## src/verilog/vdid_defines.svh

```systemverilog
// Purpose: Offsets, field positions and reset values of the video DAC input decoder
// Assumes: 32-bit Avalon-MM word addressing in bytes
// Notes: Definitions only
`ifndef VDID_DEFINES_SVH
`define VDID_DEFINES_SVH

`define VDID_CODE_W 8
`define VDID_THERM_W 15
`define VDID_LSB_W 4
`define VDID_ADDR_W 4

`define VDID_OFS_CTRL 4'h0
`define VDID_OFS_STATUS 4'h4
`define VDID_OFS_COUNT 4'h8

`define VDID_CTRL_FREEZE 0
`define VDID_CTRL_RST 32'h0000_0000

`define VDID_ST_CODE_LO 0
`define VDID_ST_CODE_HI 7
`define VDID_ST_SYNC 8
`define VDID_ST_BLANK 9
`define VDID_ST_FULL 10
`define VDID_ST_HIGH 11
`define VDID_ST_BYPASS 12

`define VDID_FULL_CODE 8'hff
`define VDID_ZERO_CODE 8'h00
`define VDID_ACCEPT_GRADE_A_MSPS 275
`define VDID_ACCEPT_GRADE_B_MSPS 165

`endif

```

## src/verilog/vdid_pkg.sv

```systemverilog
// Purpose: Types shared by the video DAC input decoder
// Assumes: Constants come from vdid_defines.svh
// Notes: Types only
`include "vdid_defines.svh"

package vdid_pkg;

  typedef logic [`VDID_CODE_W-1:0] vdid_code_t;
  typedef logic [`VDID_THERM_W-1:0] vdid_therm_t;
  typedef logic [`VDID_LSB_W-1:0] vdid_lsb_t;

endpackage : vdid_pkg

```

## src/verilog/vdid_decoder.sv

```systemverilog
// Purpose: Pixel and video control front end driving the DAC current sinks
// Assumes: Pins are asynchronous to sys_clk and sampled through two flip-flops
// Notes: Sample clock is oversampled by sys_clk; only slow pixel rates are seen
//
// The register offsets and register access over Avalon-MM were left to the implementer.
`timescale 1ns/1ps
`include "vdid_defines.svh"

module vdid_decoder (
  input wire logic sys_clk,
  input wire logic rstn,
  input wire logic [7:0] pixel_code,
  input wire logic sample_clock_pair_p,
  input wire logic sample_clock_pair_n,
  input wire logic register_bypass,
  input wire logic sync_in,
  input wire logic blank_in,
  input wire logic force_full_scale,
  input wire logic highlight_boost,
  output logic [14:0] therm_sink_en,
  output logic [3:0] lsb_switch_en,
  output logic sync_sink_en,
  output logic blank_sink_en,
  output logic highlight_sink_en,
  input wire logic [3:0] avs_address,
  input wire logic avs_read,
  input wire logic avs_write,
  input wire logic [31:0] avs_writedata,
  output logic [31:0] avs_readdata,
  output logic avs_waitrequest
);

  // Pin synchronisers; the clock pair is combined only after both stages
  logic [7:0] code_s2;
  logic [6:0] ctl_s2;
  logic [6:0] pins;
  logic clk_prev;
  assign pins = {sample_clock_pair_p, sample_clock_pair_n, register_bypass, sync_in, blank_in,
                 force_full_scale, highlight_boost};

  vdid_sync2 #(
    .WIDTH(8)
  ) u_code_sync (
    .sys_clk(sys_clk),
    .rstn(rstn),
    .d(pixel_code),
    .q(code_s2)
  );

  vdid_sync2 #(
    .WIDTH(7)
  ) u_ctl_sync (
    .sys_clk(sys_clk),
    .rstn(rstn),
    .d(pins),
    .q(ctl_s2)
  );

  // Previous sampled clock level, for rising-edge detection
  always_ff @(posedge sys_clk or negedge rstn)
  begin
    if (!rstn)
    begin
      clk_prev <= 1'b0;
    end
    else
    begin
      clk_prev <= ctl_s2[6] & ~ctl_s2[5];
    end
  end

  logic s_clk;
  logic s_bypass;
  logic s_sync;
  logic s_blank;
  logic s_full;
  logic s_high;
  logic sample_edge;
  assign s_clk = ctl_s2[6] & ~ctl_s2[5];
  assign s_bypass = ctl_s2[4];
  assign s_sync = ctl_s2[3];
  assign s_blank = ctl_s2[2];
  assign s_full = ctl_s2[1];
  assign s_high = ctl_s2[0];
  // Data and clock share synchroniser depth, so the edge meets its own pixel
  assign sample_edge = s_clk & ~clk_prev;

  // Control register
  logic [31:0] ctrl;
  logic freeze;
  assign freeze = ctrl[`VDID_CTRL_FREEZE];

  // Priority resolution and decode
  vdid_pkg::vdid_code_t eff_code;
  vdid_pkg::vdid_therm_t next_therm;
  vdid_pkg::vdid_lsb_t next_lsb;
  logic next_sync;
  logic next_blank;
  logic next_high;

  always_comb
  begin
    if (s_sync)
    begin
      eff_code = `VDID_ZERO_CODE;
    end
    else if (s_blank)
    begin
      eff_code = `VDID_ZERO_CODE;
    end
    else if (s_full)
    begin
      eff_code = `VDID_FULL_CODE;
    end
    else
    begin
      eff_code = code_s2;
    end
    // Sync level includes the blank current below it
    next_sync = s_sync;
    next_blank = s_sync | s_blank;
    // Highlight stays on over forced full scale: enhanced high
    next_high = s_high & ~s_sync & ~s_blank;
    for (int i = 0; i < `VDID_THERM_W; i++)
    begin
      next_therm[i] = (32'(eff_code[7:4]) > i);
    end
    // Weights 1,2,4,8 of a unit sink sum to 15, one unit below a thermometer sink of 16
    next_lsb = eff_code[3:0];
  end

  // Output register; transparent path refreshes every cycle while freeze is clear
  // Transparent mode still crosses the synchroniser, so it lags three cycles
  logic load;
  assign load = ~freeze & (s_bypass | sample_edge);

  always_ff @(posedge sys_clk or negedge rstn)
  begin
    if (!rstn)
    begin
      therm_sink_en <= 15'h0000;
      lsb_switch_en <= 4'h0;
    end
    else if (load)
    begin
      therm_sink_en <= next_therm;
      lsb_switch_en <= next_lsb;
    end
  end

  // Same strobe as the code sinks, so a control never lands on a neighbour pixel
  always_ff @(posedge sys_clk or negedge rstn)
  begin
    if (!rstn)
    begin
      sync_sink_en <= 1'b0;
      blank_sink_en <= 1'b0;
      highlight_sink_en <= 1'b0;
    end
    else if (load)
    begin
      sync_sink_en <= next_sync;
      blank_sink_en <= next_blank;
      highlight_sink_en <= next_high;
    end
  end

  // Captured pixel and control snapshot for software
  logic [7:0] held_code;
  logic [3:0] held_ctl;
  logic [31:0] sample_count;

  always_ff @(posedge sys_clk or negedge rstn)
  begin
    if (!rstn)
    begin
      held_code <= 8'h00;
      held_ctl <= 4'h0;
    end
    else if (load)
    begin
      held_code <= code_s2;
      held_ctl <= {s_high, s_full, s_blank, s_sync};
    end
  end

  // Counts registered loads only; wraps silently
  always_ff @(posedge sys_clk or negedge rstn)
  begin
    if (!rstn)
    begin
      sample_count <= 32'h0000_0000;
    end
    else if (load && !s_bypass)
    begin
      sample_count <= sample_count + 32'h0000_0001;
    end
  end

  // Avalon-MM slave: one wait cycle, then accept
  logic ack;
  logic req;
  assign req = avs_read | avs_write;
  assign avs_waitrequest = req & ~ack;

  always_ff @(posedge sys_clk or negedge rstn)
  begin
    if (!rstn)
    begin
      ack <= 1'b0;
    end
    else
    begin
      ack <= req & ~ack;
    end
  end

  logic [31:0] status_word;
  always_comb
  begin
    status_word = 32'h0000_0000;
    status_word[`VDID_ST_CODE_HI:`VDID_ST_CODE_LO] = held_code;
    status_word[`VDID_ST_SYNC] = held_ctl[0];
    status_word[`VDID_ST_BLANK] = held_ctl[1];
    status_word[`VDID_ST_FULL] = held_ctl[2];
    status_word[`VDID_ST_HIGH] = held_ctl[3];
    // Live pin level, not the captured one
    status_word[`VDID_ST_BYPASS] = s_bypass;
  end

  // Captured in the wait cycle, so it already stands at the accept edge
  always_ff @(posedge sys_clk or negedge rstn)
  begin
    if (!rstn)
    begin
      avs_readdata <= 32'h0000_0000;
    end
    else if (avs_read && !ack)
    begin
      case (avs_address)
        `VDID_OFS_CTRL: avs_readdata <= ctrl;
        `VDID_OFS_STATUS: avs_readdata <= status_word;
        `VDID_OFS_COUNT: avs_readdata <= sample_count;
        default: avs_readdata <= 32'h0000_0000;
      endcase
    end
  end

  // Write lands at the accept edge; only the freeze bit is kept
  always_ff @(posedge sys_clk or negedge rstn)
  begin
    if (!rstn)
    begin
      ctrl <= `VDID_CTRL_RST;
    end
    else if (avs_write && ack && avs_address == `VDID_OFS_CTRL)
    begin
      ctrl <= {31'h0000_0000, avs_writedata[`VDID_CTRL_FREEZE]};
    end
  end

endmodule : vdid_decoder

// Two flip-flop synchroniser; only the second stage is read outside
module vdid_sync2 #(
  parameter int WIDTH = 1
) (
  input wire logic sys_clk,
  input wire logic rstn,
  input wire logic [WIDTH-1:0] d,
  output logic [WIDTH-1:0] q
);

  logic [WIDTH-1:0] meta;

  always_ff @(posedge sys_clk or negedge rstn)
  begin
    if (!rstn)
    begin
      meta <= '0;
      q <= '0;
    end
    else
    begin
      meta <= d;
      q <= meta;
    end
  end

endmodule : vdid_sync2

```

## config.mk

```make
export PLATFORM = sky130hd
export DESIGN_NAME = vdid_decoder
export DESIGN_NICKNAME = d
export VERILOG_FILES = /design/src/verilog/vdid_pkg.sv /design/src/verilog/vdid_decoder.sv
export VERILOG_INCLUDE_DIRS = /design/src /design/src/verilog
export SDC_FILE = /design/constraint.sdc
export NUM_CORES = 1
export LEC_CHECK = 0
export BUFFER_PORTS_ARGS = -buffer_cell sky130_fd_sc_hd__buf_2
export CAP_MARGIN = 20
export CORE_AREA = 2 2 124 126
export CTS_CLUSTER_SIZE = 20
export DETAILED_ROUTE_END_ITERATION = 8
export DIE_AREA = 0 0 126 128
export SYNTH_ARGS = -nofsm -noshare
export SYNTH_HDL_FRONTEND = slang
export SYNTH_SLANG_ARGS = --single-unit
export TNS_END_PERCENT = 20
```

## constraint.sdc

```tcl
create_clock -name sys_clk -period 2.39 [get_ports sys_clk]
set_clock_uncertainty 0.05 [all_clocks]
set_input_delay 0.239 -clock sys_clk [delete_from_list [all_inputs] [get_ports sys_clk]]
set_output_delay 0.239 -clock sys_clk [all_outputs]
set_load 0.05 [all_outputs]
```

==> flow_summary.yaml <==
drt:
  drc: 0
  routedWlPerCell_um: 14.4
  drt-total-wl_um: 10700
  vias: 3536
  antenna_left: 0
  avgViaCountPerCell: 4.78
  drt-initial-drc-count: 170
  firstDrtPassIters: 4
timing:
  slew-limit-headroom_pct: 39.6
  grt_setup_unrepaired: "no"
  final.setup.tns_ns: 0
  worst_pin_slew_ns: 0.904
  slew_viol_final: 0
  finalCritPeriodShare_pct: 80.5
  setup_viol: 0
  clock.fmax_mhz: 520
  hold_violations: 0
  period_needed_ns: 1.92
clock_network:
  root_buffer: "clkbuf_16"
  cts_tree: "yes"
  cts_buffers: 17
  cts_max_path_buffers: 2
  cts.clk_slew.worst_paths_ns: 0.05
  cts_max_level: 4
  cts_sinks: 130
  insertion_delay_ns: 0.42
run_status:
  status: "completed"
grt:
  grtUsageTotal_pct: 14.4
  grt_pass1_wl_um: 18100
  grt_max_degree: 52
  grt_pass1_vias: 3619
  overflow: 0
  antenna_found_initial: 0
critical_path:
  reg2reg_slack_ns: 0.47
  start_kind: "register"
  crit_fanout: 13
  cp.arrival_ns: 2.21
  criticalPathCategory: "reg2reg"
  required_ns: 2.67
  max_stage_delay_ns: 0.42
  r2r_cells: 4
  crit_slowest_cell: "nor3b_4"
  timing.rr.start: "u_ctl_sync.q[5]$_DFF_PN0_"
  r2r-end: "sample_count[30]$_DFFE_PN0P_"
  critPathCaptureType: "register"
  crit_buf_inv: 0
  crit_family: "simple AND/OR/NAND/NOR gates"
  path_cells: "nor3b_4 > nand4_4 > nor4_2 > xor2_1"
  setup.worst_path.start: "u_ctl_sync.q[5]$_DFF_PN0_"
power:
  p_clk_share_pct: 45.4
  power.leakage_nw: 3.15
  p_sw_mw: 1.50
  seqPwrFrac_pct: 43.1
  swShare_pct: 25.9
  p_int_mw: 4.30
  combPwrFrac_pct: 11.5
  pwr_density_cell_mw_per_mm2: 875
  peakVddDrop_uv: 820
place:
  place_congestion: 0.816
  io_buffers: 78
  dp_cells: 692
  dp_hpwl_um: 7300
yosys:
  synth_cell_type_count: 46
  async_reset_ff_share_pct: 100
  syn-num-nets: 495
  ys_seq_area_share_pct: 61.9
  syn_avg_cell_area_um2: 12.0
  syn-instance-count: 439
  yosys-top-cells-area: "dfrtp_1 62%, nand2_1 5.4%, xor2_1 4.0%"
  synth_top_area_share_pct: 61.9
  synth_top_cell_by_area: "dfrtp_1"
  synth_flop_cell: "dfrtp_1"
  syn-cell-area_mm2: 0.00526
  yosysWarnings: 0
  synth_edf_count: 0
  synth_seq_cells: 130
final_layout:
  finalNetCount: 596
  antenna_cells: 0
  register_area_mm2: 0.00325
  fillCellCount: 1395
  syn2layout_area_growth_pct: 26.2
  fin_util_pct: 44.6
  fin_cells: 740
  multiInputGateArea_mm2: 0.00187
  drive_gt1_share_pct: 26.8
hold_path:
  whs_endpoint: "ack$_DFF_PN0_"
  hold_path_depth: 3
  hold_path_class: "in2reg"
  min_from: "avs_read"
floorplanning:
  initial_core_util_pct: 35.4
  rows: 45
  pin_count: 110
  dieArea_mm2: 0.0161
  die_y_um: 128
  die_w_um: 126
  core_area_mm2: 0.0149
job:
  max_cap_violations: 0
flip-flops by register name, summed over array words and instances (netlist names):
| name | cells |
|---|---|
| highlight_sink_en | 1 |
| clk_prev | 1 |
| blank_sink_en | 1 |
| u_code_sync.meta | 8 |
| u_code_sync.q | 8 |
| sample_count | 32 |
| held_ctl | 4 |
| ctrl | 1 |
| therm_sink_en | 15 |
| lsb_switch_en | 4 |
| held_code | 8 |
| avs_readdata | 32 |
| ack | 1 |
| u_ctl_sync.q | 7 |
| u_ctl_sync.meta | 7 |
worst min-delay path: cells and delay by family:
kind / cells / cell delay, ns
and+or+nand+nor: 2 / 0.15
buffers and inverters: 1 / 0.11
cell usage after synthesis (all sizes together), types with 7 or more instances:
cell type and n:
nand4 7, clkbuf 13, nor4 8, o21ai 47, nand2 76, xnor2 7, nor3 19, mux2 16
xor2 24, buf 10, nand3 9, dfrtp 130, a22oi 13, nor2 20
metrics by stage:
stage | hold WS (ns) | worst slack, ns | cell area (um^2) | total power, mW
after CTS | 0.0665 | 0.453 | 6630 | 5.88
after floorplan | -0.107 | 0.788 | 5260 | 2.96
final | 0.0802 | 0.466 | 6630 | 5.80
after global routing | 0.0696 | 0.302 | 6630 | 6.07
after detailed placement | 0.186 | 0.471 | 5860 | 3.19
after global placement | 0.177 | 0.478 | 5860 | 3.18
cell usage in the layout (no fill, tap or decap), types with 2 or more instances in the layout:
cell type / netlist / final
dfrtp_1: 130 / 130
nor3_2: 11 / 11
inv_1: 4 / 4
nand3_1: 7 / 7
a22o_1: 5 / 5
bufinv_16: 0 / 3
a21oi_1: 2 / 2
buf_4: 2 / 10
nand4_1: 4 / 4
nor3_1: 6 / 6
and3_1: 2 / 2
mux2_1: 14 / 14
o21ai_0: 6 / 6
clkinvlp_4: 0 / 2
nand3_2: 2 / 2
mux2_2: 2 / 2
clkbuf_8: 0 / 3
and4_1: 4 / 4
clkbuf_1: 13 / 3
o21ai_1: 41 / 41
a22oi_1: 13 / 13
nand2_1: 76 / 76
buf_2: 5 / 77
nor4_2: 7 / 7
a21o_1: 3 / 3
clkbuf_16: 0 / 17
nor2_1: 20 / 20
nand4_4: 3 / 3
and2_1: 3 / 3
dlygate4sd3_1: 0 / 17
xnor2_1: 7 / 7
clkinv_4: 0 / 2
xor2_1: 24 / 24
nor3_4: 2 / 2
kinds of logic after synthesis:
kind of cell	count (synthesis)	share of synthesized area (%)
AND/OR/NAND/NOR	157	17.7
flip-flops	130	61.9
AO/OA/AOI/OAI	77	8.98
XOR/XNOR	31	5.17
buffers and inverters	27	2.62
multiplexers	16	3.43
adder cells (fa/ha/maj)	1	0.238
per-layer routing:
layer	wire (um)	up-vias	global-route usage [%]
met2	5240	79	22.9
met3	466	14	4.67
met1	4860	1723	18.2
li1	-	1720	-
met4	100	0	6.21
met5	0	-	0
power groups by stage:
stage / clock [mW] / combinational [mW] / sequential (mW)
2_1_floorplan: 0 / 0.261 / 2.70
4_1_cts: 2.70 / 0.680 / 2.50
5_1_grt: 2.82 / 0.735 / 2.52
3_3_place_gp: 0 / 0.646 / 2.53
6_report: 2.63 / 0.669 / 2.50
3_5_place_dp: 0 / 0.658 / 2.53
layout make-up:
class | count | share of cell area [%]
sequential | 130 | 49.0
multi-input combinational | 282 | 28.3
timing repair buffer | 105 | 9.81
clock buffer | 23 | 7.20
tap | 188 | 3.55
clock inverter | 8 | 1.92
inverter | 4 | 0.226
how the worst max path moves through the flow:
stage / slack [ns] / end / cells past startpoint
after detailed placement: 0.47 / therm_sink_en[14]$_DFFE_PN0P_ / 5
after CTS: 0.45 / therm_sink_en[13]$_DFFE_PN0P_ / 5
after global routing: 0.30 / therm_sink_en[13]$_DFFE_PN0P_ / 5
after global placement: 0.48 / sample_count[31]$_DFFE_PN0P_ / 4
final: 0.47 / sample_count[30]$_DFFE_PN0P_ / 4
after floorplan: 0.79 / therm_sink_en[1]$_DFFE_PN0P_ / 5
timing repair:
| action | 4_1_cts | 5_1_grt |
|---|---|---|
| endpoints found under the hold margin | 46 | 0 |
| hold buffers | 17 | 0 |
| resized for setup | 0 | 0 |
| setup buffers | 0 | 0 |
(Power assumes the default switching activity.)
